`config.mk`:
```
export PLATFORM = sky130hd
export DESIGN_NAME = spm_power_eee
export DESIGN_NICKNAME = d
export VERILOG_FILES = /design/src/spm_pkg.sv /design/src/spm_power_eee.sv
export SDC_FILE = /design/constraint.sdc
export NUM_CORES = 1
export LEC_CHECK = 0
export ABC_CLOCK_PERIOD_IN_PS = 2200
export BUFFER_PORTS_ARGS = -buffer_cell sky130_fd_sc_hd__buf_2
export CAP_MARGIN = 20
export CORE_ASPECT_RATIO = 0.5
export CORE_UTILIZATION = 43
export CTS_BUF_LIST = sky130_fd_sc_hd__clkbuf_8
export DETAILED_ROUTE_END_ITERATION = 8
export PLACE_DENSITY = 0.74
export SYNTH_ARGS = -nofsm -noshare
export SYNTH_HDL_FRONTEND = slang
export SYNTH_SLANG_ARGS = --single-unit
export TNS_END_PERCENT = 100
```
`constraint.sdc`:
```
create_clock -name CLK -period 2.2 [get_ports CLK]
set_input_delay 0.33 -clock CLK [delete_from_list [all_inputs] [get_ports CLK]]
set_output_delay 0.33 -clock CLK [all_outputs]
set_load 0.01 [all_outputs]
```
`src/spm_pkg.sv`:
```
package spm_pkg;

    // ------------------------------------------------------------
    // Timing
    // ------------------------------------------------------------
    localparam int CLK_PERIOD_NS = 8;
    localparam int LINK_PULSE_NS = 120;
    localparam int LINK_PULSE_CYC = (LINK_PULSE_NS + CLK_PERIOD_NS - 1) / CLK_PERIOD_NS;
    localparam int GO_SLEEP_TICK_NS = 1000;
    localparam int GO_SLEEP_TICK_CYC = (GO_SLEEP_TICK_NS + CLK_PERIOD_NS - 1) / CLK_PERIOD_NS;

    // ------------------------------------------------------------
    // Register map
    // ------------------------------------------------------------
    localparam logic [5:0] OFS_GLOBAL = 6'h00;
    localparam logic [5:0] OFS_GO_SLEEP = 6'h04;
    localparam logic [5:0] OFS_EEE = 6'h08;
    localparam logic [5:0] OFS_STATUS = 6'h0C;
    localparam logic [5:0] OFS_PHY_BASE = 6'h10;
    localparam logic [5:0] OFS_PORT_BASE = 6'h20;
    localparam int MODE_LSB = 3;
    localparam int MODE_MSB = 4;
    localparam int PHY_PD_BIT = 11;
    localparam int PORT_PD_BIT = 3;
    localparam int EEE_ADV_BIT = 0;
    localparam int ST_LSB = 0;
    localparam int ST_TX_LPI_BIT = 4;
    localparam int ST_PARTNER_BIT = 5;
    localparam int ST_EEE_ON_BIT = 6;
    localparam int ST_ENERGY_BIT = 7;
    localparam logic [7:0] GO_SLEEP_RST = 8'h20;
    localparam logic EEE_ADV_RST = 1'b1;

    // ------------------------------------------------------------
    // Types
    // ------------------------------------------------------------
    typedef enum logic [1:0] {
        PM_NORMAL = 2'b00,
        PM_ENERGY = 2'b01,
        PM_SOFT_PD = 2'b10,
        PM_RSVD = 2'b11
    } spm_mode_t;

    typedef enum logic [3:0] {
        ST_FULL = 4'b0001,
        ST_ED_AWAKE = 4'b0010,
        ST_ED_SLEEP = 4'b0100,
        ST_SOFT_PD = 4'b1000
    } spm_state_t;

    typedef struct packed {
        logic en;
        logic er;
        logic [3:0] d;
    } spm_mii_tx_t;

    typedef struct packed {
        logic dv;
        logic er;
        logic [3:0] d;
    } spm_mii_rx_t;

    localparam spm_mii_tx_t LPI_TX = '{en: 1'b0, er: 1'b1, d: 4'h1};
    localparam spm_mii_rx_t LPI_RX = '{dv: 1'b0, er: 1'b1, d: 4'h1};
    localparam spm_mii_rx_t RX_IDLE = '{dv: 1'b0, er: 1'b0, d: 4'h0};

endpackage : spm_pkg

```
`src/spm_power_eee.sv`:
```
// Summary of operation
// [RQ1] Mode field: 00 normal, 01 energy detect, 10 soft power-down, 11 reserved.
// [RQ2] Mode field resets to normal on hardware reset.
// [RQ3] Normal mode: clocks, PHYs, MACs and host interface all enabled.
// [RQ4] Host may write the mode field from normal to any other mode.
// [RQ5] Energy detect sleep: only receive energy detect stays on.
// [RQ6] No energy for longer than go-sleep time enters the sleep state.
// [RQ7] Energy seen while asleep returns to the normal power state.
// [RQ8] Energy detect mode keeps sending 120 ns link pulses.
// [RQ9] Soft power-down stops clocks, PHYs and MACs.
// [RQ10] Any host access in soft power-down wakes and resets all registers.
// [RQ11] Port PHY off when port control bit 3 or PHY control bit 11 set.
// [RQ12] Transmit and receive idle are handled independently per direction.
// [RQ13] Unused MAC and switch clocks are gated during idle.
// [RQ14] Carrier sense defers MAC transmit while idle is in force.
// [RQ15] Switch requests idle over MII and receives partner idle indication.
// [RQ16] Idle request drives Assert LPI on transmit MII and blocks the MAC.
// [RQ17] Request release restores idle encoding; MAC waits a wake delay.
// [RQ18] Receive signals pass through unchanged without Assert LPI.
// [RQ19] Assert LPI on receive presents idle and raises partner idle.
// [RQ20] Leaving Assert LPI drops partner idle and resumes decoding.
// [RQ21] Idle entry and exit never cut or corrupt a frame.
// [RQ22] Idle only when both ends advertised the capability.
// [RQ23] Wake delay is a parameterised cycle count.
//
// Added by the designer: the register offsets and the Avalon-MM interface to the registers.
module spm_power_eee
    import spm_pkg::*;
#(
    parameter int NP = 3,
    parameter int WAKE_CYCLES = 16,
    parameter int LINK_PULSE_PERIOD = 125000
) (
    input wire logic CLK,
    input wire logic RSTN,
    input wire logic [5:0] AVS_ADDRESS,
    input wire logic AVS_READ,
    input wire logic AVS_WRITE,
    input wire logic [3:0] AVS_BYTEENABLE,
    input wire logic [31:0] AVS_WRITEDATA,
    output logic [31:0] AVS_READDATA,
    output logic AVS_WAITREQUEST,
    input wire logic [NP-1:0] ENERGY_DET,
    input wire logic AN_PARTNER_EEE,
    input wire logic SW_LPI_REQ,
    input wire spm_mii_tx_t MAC_TX,
    output spm_mii_tx_t MII_TX,
    output logic MAC_CRS,
    input wire spm_mii_rx_t MII_RX,
    output spm_mii_rx_t MAC_RX,
    output logic PARTNER_IDLE_INDICATION,
    output logic PLL_EN,
    output logic MAC_EN,
    output logic HOST_IF_EN,
    output logic [NP-1:0] PHY_EN,
    output logic ED_RX_EN,
    output logic LINK_PULSE,
    output logic TX_CLK_GATE,
    output logic RX_CLK_GATE,
    output logic SW_CLK_GATE
);

    localparam int PW = $clog2(LINK_PULSE_PERIOD);
    localparam int WW = $clog2(WAKE_CYCLES + 1);

    // ------------------------------------------------------------
    // Decode helpers
    // ------------------------------------------------------------
    function automatic logic port_hit(input logic [5:0] a, input logic [5:0] base, input int p);
        return a == 6'(base + 6'(p * 4));
    endfunction : port_hit

    function automatic spm_state_t state_for_mode(input spm_mode_t m);
        case (m)
            PM_ENERGY: return ST_ED_AWAKE;
            PM_SOFT_PD: return ST_SOFT_PD;
            default: return ST_FULL;
        endcase
    endfunction : state_for_mode

    // ------------------------------------------------------------
    // Bus slave
    // ------------------------------------------------------------
    logic ack;
    logic access;
    logic wr_ok;
    logic soft_wake;
    logic clear;
    logic [31:0] rd_mux;
    spm_mode_t mode;
    logic [7:0] go_sleep;
    logic eee_adv;
    logic [NP-1:0] phy_pd;
    logic [NP-1:0] port_pd;
    spm_state_t state;
    spm_state_t next_state;
    logic tx_lpi;
    logic next_tx_lpi;
    logic eee_on;
    logic [NP-1:0] e1;
    logic [NP-1:0] e2;
    logic [NP-1:0] e3;
    logic [NP-1:0] energy_f;
    logic energy;

    assign access = AVS_READ | AVS_WRITE;
    assign AVS_WAITREQUEST = access & ~ack;
    assign wr_ok = AVS_WRITE & ack;
    assign soft_wake = (mode == PM_SOFT_PD) & access & ack; // RQ10
    assign clear = ~RSTN | soft_wake; // RQ10

    always_ff @(posedge CLK) begin
        if (!RSTN) begin
            ack <= 1'b0;
        end else begin
            ack <= access & ~ack;
        end
    end

    always_comb begin
        rd_mux = 32'h0000_0000;
        case (AVS_ADDRESS)
            OFS_GLOBAL: rd_mux[MODE_MSB:MODE_LSB] = mode;
            OFS_GO_SLEEP: rd_mux[7:0] = go_sleep;
            OFS_EEE: rd_mux[EEE_ADV_BIT] = eee_adv;
            OFS_STATUS: begin
                rd_mux[ST_LSB +: 4] = state;
                rd_mux[ST_TX_LPI_BIT] = tx_lpi;
                rd_mux[ST_PARTNER_BIT] = PARTNER_IDLE_INDICATION;
                rd_mux[ST_EEE_ON_BIT] = eee_on;
                rd_mux[ST_ENERGY_BIT] = energy;
            end
            default: ;
        endcase
        for (int p = 0; p < NP; p++) begin
            if (port_hit(AVS_ADDRESS, OFS_PHY_BASE, p)) begin
                rd_mux[PHY_PD_BIT] = phy_pd[p];
            end
            if (port_hit(AVS_ADDRESS, OFS_PORT_BASE, p)) begin
                rd_mux[PORT_PD_BIT] = port_pd[p];
            end
        end
    end

    always_ff @(posedge CLK) begin
        if (!RSTN) begin
            AVS_READDATA <= 32'h0000_0000;
        end else if (AVS_READ && !ack) begin
            AVS_READDATA <= rd_mux;
        end
    end

    // ------------------------------------------------------------
    // Control registers
    // ------------------------------------------------------------
    always_ff @(posedge CLK) begin
        if (clear) begin
            mode <= PM_NORMAL; // RQ2
            go_sleep <= GO_SLEEP_RST;
            eee_adv <= EEE_ADV_RST;
        end else if (wr_ok && AVS_BYTEENABLE[0]) begin
            if (AVS_ADDRESS == OFS_GLOBAL) begin
                mode <= spm_mode_t'(AVS_WRITEDATA[MODE_MSB:MODE_LSB]); // RQ4
            end
            if (AVS_ADDRESS == OFS_GO_SLEEP) begin
                go_sleep <= AVS_WRITEDATA[7:0];
            end
            if (AVS_ADDRESS == OFS_EEE) begin
                eee_adv <= AVS_WRITEDATA[EEE_ADV_BIT];
            end
        end
    end

    generate
        for (genvar g = 0; g < NP; g++) begin : g_port
            always_ff @(posedge CLK) begin
                if (clear) begin
                    phy_pd[g] <= 1'b0;
                    port_pd[g] <= 1'b0;
                end else if (wr_ok) begin
                    if (port_hit(AVS_ADDRESS, OFS_PHY_BASE, g) && AVS_BYTEENABLE[1]) begin
                        phy_pd[g] <= AVS_WRITEDATA[PHY_PD_BIT];
                    end
                    if (port_hit(AVS_ADDRESS, OFS_PORT_BASE, g) && AVS_BYTEENABLE[0]) begin
                        port_pd[g] <= AVS_WRITEDATA[PORT_PD_BIT];
                    end
                end
            end
        end
    endgenerate

    // ------------------------------------------------------------
    // Energy detect input filter
    // ------------------------------------------------------------
    always_ff @(posedge CLK) begin
        if (!RSTN) begin
            e1 <= '0;
            e2 <= '0;
            e3 <= '0;
            energy_f <= '0;
        end else begin
            e1 <= ENERGY_DET;
            e2 <= e1;
            e3 <= e2;
            energy_f <= (e2 & e3) | (energy_f & (e2 | e3));
        end
    end

    assign energy = |energy_f;

    // ------------------------------------------------------------
    // Go-sleep timer
    // ------------------------------------------------------------
    logic [7:0] tick;
    logic [8:0] idle_units;

    always_ff @(posedge CLK) begin
        if (clear || state != ST_ED_AWAKE || energy) begin
            tick <= 8'h00;
            idle_units <= 9'h000;
        end else if (tick == 8'(GO_SLEEP_TICK_CYC - 1)) begin
            tick <= 8'h00;
            if (idle_units != 9'h1FF) begin
                idle_units <= idle_units + 9'h001;
            end
        end else begin
            tick <= tick + 8'h01;
        end
    end

    // ------------------------------------------------------------
    // Power state machine
    // ------------------------------------------------------------
    always_comb begin
        next_state = state_for_mode(mode); // RQ1
        case (state)
            ST_ED_AWAKE: begin
                if (mode == PM_ENERGY && !energy && idle_units > {1'b0, go_sleep}) begin
                    next_state = ST_ED_SLEEP; // RQ6
                end
            end
            ST_ED_SLEEP: begin
                if (mode == PM_ENERGY && !energy) begin
                    next_state = ST_ED_SLEEP;
                end
            end
            default: ;
        endcase
    end

    always_ff @(posedge CLK) begin
        if (clear) begin
            state <= ST_FULL;
        end else begin
            state <= next_state; // RQ7
        end
    end

    always_ff @(posedge CLK) begin
        if (clear) begin
            PLL_EN <= 1'b1;
            MAC_EN <= 1'b1;
            HOST_IF_EN <= 1'b1;
            PHY_EN <= '1;
            ED_RX_EN <= 1'b1;
        end else begin
            case (next_state)
                ST_FULL, ST_ED_AWAKE: begin
                    PLL_EN <= 1'b1; // RQ3
                    MAC_EN <= 1'b1;
                    HOST_IF_EN <= 1'b1;
                    PHY_EN <= ~(port_pd | phy_pd); // RQ11
                    ED_RX_EN <= 1'b1;
                end
                ST_ED_SLEEP: begin
                    PLL_EN <= 1'b0; // RQ5
                    MAC_EN <= 1'b0;
                    HOST_IF_EN <= 1'b0;
                    PHY_EN <= '0;
                    ED_RX_EN <= 1'b1;
                end
                default: begin
                    PLL_EN <= 1'b0; // RQ9
                    MAC_EN <= 1'b0;
                    HOST_IF_EN <= 1'b0;
                    PHY_EN <= '0;
                    ED_RX_EN <= 1'b0;
                end
            endcase
        end
    end

    // ------------------------------------------------------------
    // Link pulses
    // ------------------------------------------------------------
    logic [PW-1:0] pcnt;
    logic in_ed;

    assign in_ed = (state == ST_ED_AWAKE) || (state == ST_ED_SLEEP);

    always_ff @(posedge CLK) begin
        if (clear || !in_ed || pcnt == PW'(LINK_PULSE_PERIOD - 1)) begin
            pcnt <= '0;
        end else begin
            pcnt <= pcnt + PW'(1);
        end
    end

    always_ff @(posedge CLK) begin
        if (clear) begin
            LINK_PULSE <= 1'b0;
        end else begin
            LINK_PULSE <= in_ed && pcnt < PW'(LINK_PULSE_CYC); // RQ8
        end
    end

    // ------------------------------------------------------------
    // Idle assert path
    // ------------------------------------------------------------
    logic [WW-1:0] wake_cnt;

    assign eee_on = eee_adv & AN_PARTNER_EEE; // RQ22
    assign next_tx_lpi = eee_on & SW_LPI_REQ & (tx_lpi | ~MAC_TX.en); // RQ21
    assign MAC_CRS = tx_lpi | next_tx_lpi | (wake_cnt != '0); // RQ14

    always_ff @(posedge CLK) begin
        if (clear) begin
            tx_lpi <= 1'b0;
            MII_TX <= '0;
        end else begin
            tx_lpi <= next_tx_lpi; // RQ15
            MII_TX <= next_tx_lpi ? LPI_TX : MAC_TX; // RQ16
        end
    end

    always_ff @(posedge CLK) begin
        if (clear) begin
            wake_cnt <= '0;
        end else if (tx_lpi && !next_tx_lpi) begin
            wake_cnt <= WW'(WAKE_CYCLES); // RQ23
        end else if (wake_cnt != '0) begin
            wake_cnt <= wake_cnt - WW'(1); // RQ17
        end
    end

    // ------------------------------------------------------------
    // Idle detect path
    // ------------------------------------------------------------
    always_ff @(posedge CLK) begin
        if (clear) begin
            MAC_RX <= RX_IDLE;
            PARTNER_IDLE_INDICATION <= 1'b0;
        end else if (MII_RX == LPI_RX) begin
            MAC_RX <= RX_IDLE; // RQ19
            PARTNER_IDLE_INDICATION <= 1'b1;
        end else begin
            MAC_RX <= MII_RX; // RQ18
            PARTNER_IDLE_INDICATION <= 1'b0; // RQ20
        end
    end

    assign TX_CLK_GATE = tx_lpi; // RQ12
    assign RX_CLK_GATE = PARTNER_IDLE_INDICATION; // RQ13
    assign SW_CLK_GATE = tx_lpi & PARTNER_IDLE_INDICATION; // RQ13
endmodule : spm_power_eee

```
==> flow_summary.toml, run 1 <==
[clock_tree]
clk_latency_ns = 0.37
cts.htree.levels = 3
post-cts-setup-buffer-count = 0
clock-sinks = 102
cts_tree = "built"
clkSlewWorstSetupHoldPaths_ns = 0.09
root_buffer = "clkbuf_8"
cts_inserted_buffers = 9
clock_path_buffers = 2

[critical_path]
r2r_slack_ns = 0.07
slowest_stage = "dfxtp_1"
cp_top_family = "compound AO/OA/AOI/OAI gates"
rr_startpoint = "go_sleep[5]"
cp.arrival_ns = 2.40
worst_r2r_path_depth = 7
path_max_fanout = 4
path_buf_inv = 1
timing.rr.end = "PHY_EN[2]"
required_ns = 2.47
crit_chain = "inv_1 -> ha_1 -> and4b_2 -> a2111oi_4 -> a211oi_2 -> o2111a_2 -> o41ai_1"
cp-start-kind = "flip-flop"
cp-end-kind = "flip-flop"
path_class = "flip-flop to flip-flop"
slowest_delay_ns = 0.38

[power]
ir_drop_mv = 0.271
power_mw = 3.58
power.leakage_nw = 2.24
p_per_area_mw_per_mm2 = 679

[global_route]
grt_max_degree = 27
grt_first_pass_wirelength_um = 14900
globalRouteTotalUtil_pct = 17.2
antenna_found_initial = 0
gr-total-overflow = 0
grt_pass1_vias = 3047

[finish]
area_growth_pct = 15.1
fin_cells = 729
fillCellCount = 973
drive_gt1_share_pct = 19.0
multi_input_area_sq_mm = 0.00233
seq_area_sq_mm = 0.00204
utilization_pct = 51.3
final_common_cell = "dfxtp_1"
stdcell_area_sq_mm = 0.00527
nets = 666
n_antenna_cell = 0
most-common-layout-cells = "dfxtp_1 (101), nor2_1 (80), buf_2 (72), nand2_1 (32), inv_1 (24)"

[floorplanning]
initial_core_util_pct = 44.6
die_h_um = 75.0
num_rows = 26
core_sq_mm = 0.0103
die_w_um = 148
die_area_sq_mm = 0.0111
ios = 121

[timing]
finalCritPeriodShare_pct = 96.6
whs_ns = 0.177
max_freq_mhz = 470
tightest_slew_ns = 0.530
fin_crit_ns = 2.13
max_slew_margin_pct = 64.4
fin_ws_ns = 0.0738
setup_viol_count_final = 0
setup_tns_ns = 0
hold_viol = 0
finalMaxSlewViolations = 0
fin_worst_skew_ns = 0.00721

[placed_design]
port_buffers = 72
dpl.hpwl_um = 6900
place_ws_ns = 0.0682
place_area_sq_mm = 0.00504
gp_congestion = 0.859
dp_cells = 713

[worst_hold_path]
holdPathStages = 3
hold_path.class = "input port to flip-flop"
hp-start = "AVS_WRITEDATA[5]"
holdPathEnd = "go_sleep[5]"

[synthesis]
yosys_register_bits = 102
syn_avg_cell_area_sq_um = 9.07
synthArstFlopShare_pct = 0
postSynthCellCount = 505
yosysUniqueCellTypes = 56
yosysWarnings = 0
netlist_area_sq_mm = 0.00458
synth_edf_count = 0
yosysSeqAreaShare_pct = 44.6
ys.flop_type = "dfxtp_1"

[detailed_routing]
vias = 3548
wire_per_inst_um = 12.7
ant_nets = 0
post-route-drc-count = 0
drt_iter0_drc = 139
detail_route.vias_per_cell = 4.87
drt_wl_total_um = 9240
first_pass_iters = 4

[job]
maxCapViolCount = 0

[run_status]
outcome = "finished, final reports clean"
[routing by layer]
layer	GRT usage, %	up-vias	part of all wire (%)
li1	-	1842	-
met1	22.6	1622	49
met2	27.6	80	45
met3	5.45	4	5.5
met4	4.81	0	0.50
met5	0	-	0
[what timing repair did]
item / 4_1_cts / 5_1_grt
endpoints found under the setup margin: 0 / 6
hold buffers: 0 / 0
gates resized for setup: 0 / 6
[synth_stat cells (all sizes together) (13+ instances only)]
library cell | instances | area share (%)
xnor2 | 13 | 2.5
dfxtp | 102 | 45
nand3 | 20 | 2.2
inv | 23 | 1.9
and2 | 18 | 2.5
xor2 | 19 | 3.6
mux2i | 18 | 3.9
nand4 | 14 | 1.9
nor2 | 80 | 6.6
nand2 | 32 | 2.6
ha | 19 | 5.2
buf | 28 | 4.6
[state kept, by name (all words and copies together) (netlist names), 2 cells and up]
name	flops
MII_TX	6
mode	2
PHY_EN	3
pcnt	17
port_pd	3
idle_units	9
energy_f	3
e2	3
state	4
tick	8
MAC_RX	6
wake_cnt	5
e3	3
phy_pd	3
e1	3
AVS_READDATA	9
go_sleep	8
[worst max path at each step]
stage / cells past startpoint / slack (ns) / from / to
detailed placement: 7 / 0.07 / go_sleep[7] / PHY_EN[2]
global placement: 7 / 0.12 / go_sleep[7] / PHY_EN[2]
floorplan: 7 / 0.28 / go_sleep[7] / PHY_EN[0]
finish: 7 / 0.07 / go_sleep[5] / PHY_EN[2]
CTS: 7 / 0.05 / go_sleep[7] / PHY_EN[2]
global route: 7 / -0.008 / go_sleep[5] / PHY_EN[2]
[kinds of logic (layout without fill, tap and decap cells)]
| logic type | count (synthesis) | after routing | synth area share [%] |
|---|---|---|---|
| and+or+nand+nor | 216 | 216 | 23.8 |
| adders and majority gates | 19 | 19 | 5.19 |
| buffers and inverters | 60 | 122 | 7.24 |
| other | 1 | 23 | 0.0818 |
| muxes | 18 | 18 | 3.93 |
| AOI/OAI and AO/OA | 57 | 57 | 9.07 |
| DFF | 102 | 102 | 44.6 |
| xor gates and xnor gates | 32 | 32 | 6.12 |
[worst register-to-register path, delay by kind of cell (launching register included)]
family                     cells  cell delay, ns
adders and majority gates      1            0.29
buffers and inverters          1            0.07
and+or+nand+nor                1            0.28
AOI/OAI and AO/OA              4            1.02
DFF                            1            0.38
[area by class of cell]
class                      instances  share of cell area (%)
clock buffer                      10                    2.61
multi-input combinational        365                    44.1
inverter                          23                    1.64
clock inverter                     6                    1.16
tap                              140                    3.32
timing repair buffer              83                    8.40
sequential                       102                    38.7
[report_power, final]
group          internal [mW]  leakage [nW]  switching [mW]
Clock                  0.555         0.108           0.624
Combinational          0.195          1.30           0.243
Sequential              1.92         0.830          0.0462
Total                   2.67          2.24           0.913
No activity file was read; power rests on OpenSTA's default activity.
==> run 2, diff against run 1 <==
- RECOVER_POWER: not set -> 50
==> flow_summary.toml, run 2 (same netlist as run 1, synthesis figures left out) <==
[run_status]
outcome = "finished, final reports clean"

[timing]
fin_worst_skew_ns = 0.00686
tightest_slew_ns = 0.911
finalCritPeriodShare_pct = 96.5
max_freq_mhz = 471
whs_ns = 0.176
max_slew_margin_pct = 39.3
fin_crit_ns = 2.12
finalMaxSlewViolations = 0
fin_ws_ns = 0.0781
hold_viol = 0
setup_viol_count_final = 0

[detailed_routing]
detail_route.vias_per_cell = 4.90
first_pass_iters = 4
ant_nets = 0
drt_iter0_drc = 138
drt_wl_total_um = 9300
top_layer = "met4"
dr_wl_met2_um = 4170
vias = 3570
wl_met1_um = 4610
dr_wl_met3_um = 421
wire_per_inst_um = 12.8
post-route-drc-count = 0

[floorplanning]
die_w_um = 148
die_h_um = 75.0
initial_core_util_pct = 44.6
ios = 121
num_rows = 26
die_area_sq_mm = 0.0111
core_sq_mm = 0.0103

[finish]
most-common-layout-cells = "dfxtp_1 (101), nor2_1 (80), buf_2 (37), clkbuf_1 (36), nand2_1 (32)"
seq_area_sq_mm = 0.00204
largest_reg_flops = 17
n_antenna_cell = 0
layout_top_registers = "pcnt x17, AVS_READDATA x9, idle_units x9"
area_growth_pct = 13.6
nets = 666
multi_input_area_sq_mm = 0.00231
drive_gt1_share_pct = 12.4
largest_register = "pcnt"
fillCellCount = 990
final_common_cell = "dfxtp_1"

[placed_design]
dpl.hpwl_um = 6900
gp_congestion = 0.859
place_ws_ns = 0.0682
port_buffers = 72

[clock_tree]
clk_latency_ns = 0.37
post_cts_resized = 0
post-cts-setup-buffer-count = 0
cts_inserted_buffers = 9
clkSlewWorstSetupHoldPaths_ns = 0.09
cts.htree.levels = 3
root_buffer = "clkbuf_8"
cts_hold_buf = 0
clock-sinks = 102
cts_tree = "built"
clock_path_buffers = 2

[critical_path]
required_ns = 2.47
path_class = "flip-flop to flip-flop"
path_max_fanout = 4
cp-end-kind = "flip-flop"
cp-start-kind = "flip-flop"
slowest_stage = "dfxtp_1"
crit_chain = "inv_1 -> ha_1 -> and4b_2 -> a2111oi_4 -> a211oi_2 -> o2111a_2 -> o41ai_1"
cp.arrival_ns = 2.39
slowest_delay_ns = 0.38

[power]
power.leakage_nw = 2.11
ir_drop_mv = 0.273
p_per_area_mw_per_mm2 = 687

[global_route]
globalRouteTotalUtil_pct = 17.2
grt_first_pass_wirelength_um = 14900
antenna_found_initial = 0
grt_pass1_vias = 3047
gr-total-overflow = 0
grt_max_degree = 27

[worst_hold_path]
hold_path.class = "input port to flip-flop"

[job]
maxCapViolCount = 0
-- run 2: layout make-up --
type | instances | share of cell area, %
multi-input combinational | 365 | 44.4
sequential | 102 | 39.2
timing repair buffer | 83 | 7.55
tap | 140 | 3.36
clock buffer | 10 | 2.64
inverter | 23 | 1.66
clock inverter | 6 | 1.18
-- run 2: worst max-delay path: cells and delay by family (launching register included) --
kind            cells  cell delay, ns
fa+ha+maj           1            0.29
buf+inv             1            0.07
compound gates      4            1.01
flops               1            0.38
simple gates        1            0.27
-- run 2: report_power, final --
group / internal [mW] / total, mW / leakage [nW] / switching [mW]
Clock: 0.555 / 1.18 / 0.108 / 0.627
Sequential: 1.92 / 1.97 / 0.830 / 0.0468
Combinational: 0.186 / 0.428 / 1.17 / 0.242
Total: 2.66 / 3.58 / 2.11 / 0.915
-- run 2: path summary, 6_finish.rpt --
path,from,end,slack [ns],cells after the start
worst min-delay path,MII_RX[1],MAC_RX[1],0.18,2
worst max register to register,go_sleep[5],PHY_EN[2],0.08,7
worst min register to register,e1[0],e2[0],0.44,1
worst max-delay path,go_sleep[5],PHY_EN[2],0.08,7
-- run 2: metrics by stage --
stage	cell area (sq um)	TNS, ns	utilization (%)	power (mW)	std cells
2_1_floorplan	4660	0	-	2.34	527
3_3_place_gp	5040	0	49.0	2.44	713
3_5_place_dp	5040	0	49.0	2.45	713
4_1_cts	5240	0	50.9	3.63	729
5_1_grt	5210	-0.0117	50.6	3.75	729
6_report	5210	0	50.6	3.58	729
-- run 2: per-layer routing --
metal / up-vias / global-route usage, %
li1: 1840 / -
met1: 1652 / 22.6
met2: 70 / 27.6
met3: 8 / 5.45
met4: 0 / 4.81
met5: - / 0
==> run 3, diff against run 2 <==
- ABC_CLOCK_PERIOD_IN_PS: 2200 -> 1800
- PLACE_DENSITY: 0.74 -> 0.77
- clock period: 2.2 -> 1.8 ns (I/O delays scaled with it)
==> flow_summary.toml, run 3 (same netlist as run 1, synthesis figures left out) <==
[finish]
utilization_pct = 55.9
stdcell_area_sq_mm = 0.00574
drive_gt1_share_pct = 24.0
n_antenna_cell = 0
area_growth_pct = 25.3
largest_register = "pcnt"
largest_reg_flops = 17
most-common-layout-cells = "dfxtp_1 (91), nor2_1 (79), buf_4 (40), buf_2 (37), clkbuf_1 (37)"
layout_top_registers = "pcnt x17, AVS_READDATA x9, idle_units x9"
nets = 703
fillCellCount = 927
final_common_cell = "dfxtp_1"

[clock_tree]
clkSlewWorstSetupHoldPaths_ns = 0.11
root_buffer = "clkbuf_8"
cts_inserted_buffers = 9
cts_hold_buf = 0
clock_path_buffers = 2
clk_latency_ns = 0.38
clock-sinks = 102
cts_tree = "built"
cts.htree.levels = 3

[placed_design]
place_area_sq_mm = 0.00527
gp_congestion = 0.867
port_buffers = 72
dpl.hpwl_um = 7540

[floorplanning]
die_area_sq_mm = 0.0111
ios = 121
core_sq_mm = 0.0103
num_rows = 26
die_h_um = 75.0
die_w_um = 148
initial_core_util_pct = 44.6

[global_route]
grt_first_pass_wirelength_um = 16500
globalRouteTotalUtil_pct = 19.2
grt_pass1_vias = 3559
gr-total-overflow = 0
antenna_found_initial = 1
grt_max_degree = 25

[detailed_routing]
post-route-drc-count = 0
drt_iter0_drc = 216
first_pass_iters = 5
ant_nets = 0
drt_wl_total_um = 10600
wire_per_inst_um = 13.9
detail_route.vias_per_cell = 5.02
vias = 3843

[critical_path]
path_class = "flip-flop to flip-flop"
crit_chain = "inv_2 -> ha_4 -> nand4_1 -> o221a_2 -> a211oi_4 -> o2111a_2 -> o41ai_2"
path_max_fanout = 4
cp.arrival_ns = 2.24
slowest_delay_ns = 0.35
required_ns = 2.05
rr_startpoint = "go_sleep[4]"
path_buf_inv = 1
slowest_stage = "a211oi_4"
cp_top_family = "compound AO/OA/AOI/OAI gates"
cp-end-kind = "flip-flop"
critPathLaunch = "go_sleep[4]"
cp-start-kind = "flip-flop"

[power]
power.leakage_nw = 2.34
p_per_area_mw_per_mm2 = 785
power_mw = 4.51
ir_drop_mv = 0.398

[timing]
max_freq_mhz = 504
fin_crit_ns = 1.98
setup_viol_count_final = 8
hold_viol = 0
rsz0062_at_grt = "true"
max_slew_margin_pct = 56.8
whs_ns = 0.0927
setup_tns_ns = -0.911
finalCritPeriodShare_pct = 110
tightest_slew_ns = 0.648
fin_ws_ns = -0.184
finalMaxSlewViolations = 0
fin_worst_skew_ns = 0.0124

[run_status]
violations = "negative setup slack"
outcome = "finished, violations left"

[worst_hold_path]
hold_path.class = "input port to flip-flop"
hp-start = "ENERGY_DET[2]"

[job]
maxCapViolCount = 0
==> run 3: cell count changes in the layout (fill, tap and decap cells not counted), sizes merged <==
| cell | change |
|---|---|
| clkinv | -1 |
| buf | +36 |
| inv | +2 |
==> run 3: layer usage <==
layer  up-vias  track usage [%]  share of wire [%]
li1       1912                -                  -
met1      1808             22.1                 43
met2        94             33.9                 49
met3        29             6.18                5.4
met4         0             7.67                2.3
met5         -                0                  0
==> run 3: final cells by class <==
class	count	area (sq um)	area share [%]
multi-input combinational	365	2530	44.0
sequential	102	2060	35.8
timing repair buffer	120	686	11.9
tap	140	175	3.05
clock buffer	9	124	2.16
clock inverter	7	87.6	1.53
inverter	23	86.3	1.50
==> run 3: worst paths after layout <==
check                                 end  cells after the start  slack [ns]
worst max-delay path            PHY_EN[0]                      7       -0.18
worst min-delay path                e1[2]                      2        0.09
worst max register to register  PHY_EN[0]                      7       -0.18
worst min register to register      e2[1]                      1        0.45
==> run 3: what timing repair did <==
item	CTS	global route
endpoints found under the hold margin	0	0
endpoints found under the setup margin	18	18
pin swaps	22	10
resized for setup	41	10
setup buffers	9	2
==> run 3: where the power goes <==
group          internal, mW  total, mW  leakage, nW  switching, mW
Combinational         0.257      0.571         1.40          0.314
Sequential             2.35       2.40        0.834         0.0588
Clock                 0.677       1.53        0.108          0.855
==> run 3: per-stage QoR <==
| step | worst slack [ns] | instances |
|---|---|---|
| finish | -0.184 | 766 |
| detailed placement | -0.356 | 741 |
| CTS | -0.0919 | 764 |
| global route | -0.242 | 766 |
| floorplan | -0.0893 | 527 |
| global placement | -0.275 | 741 |
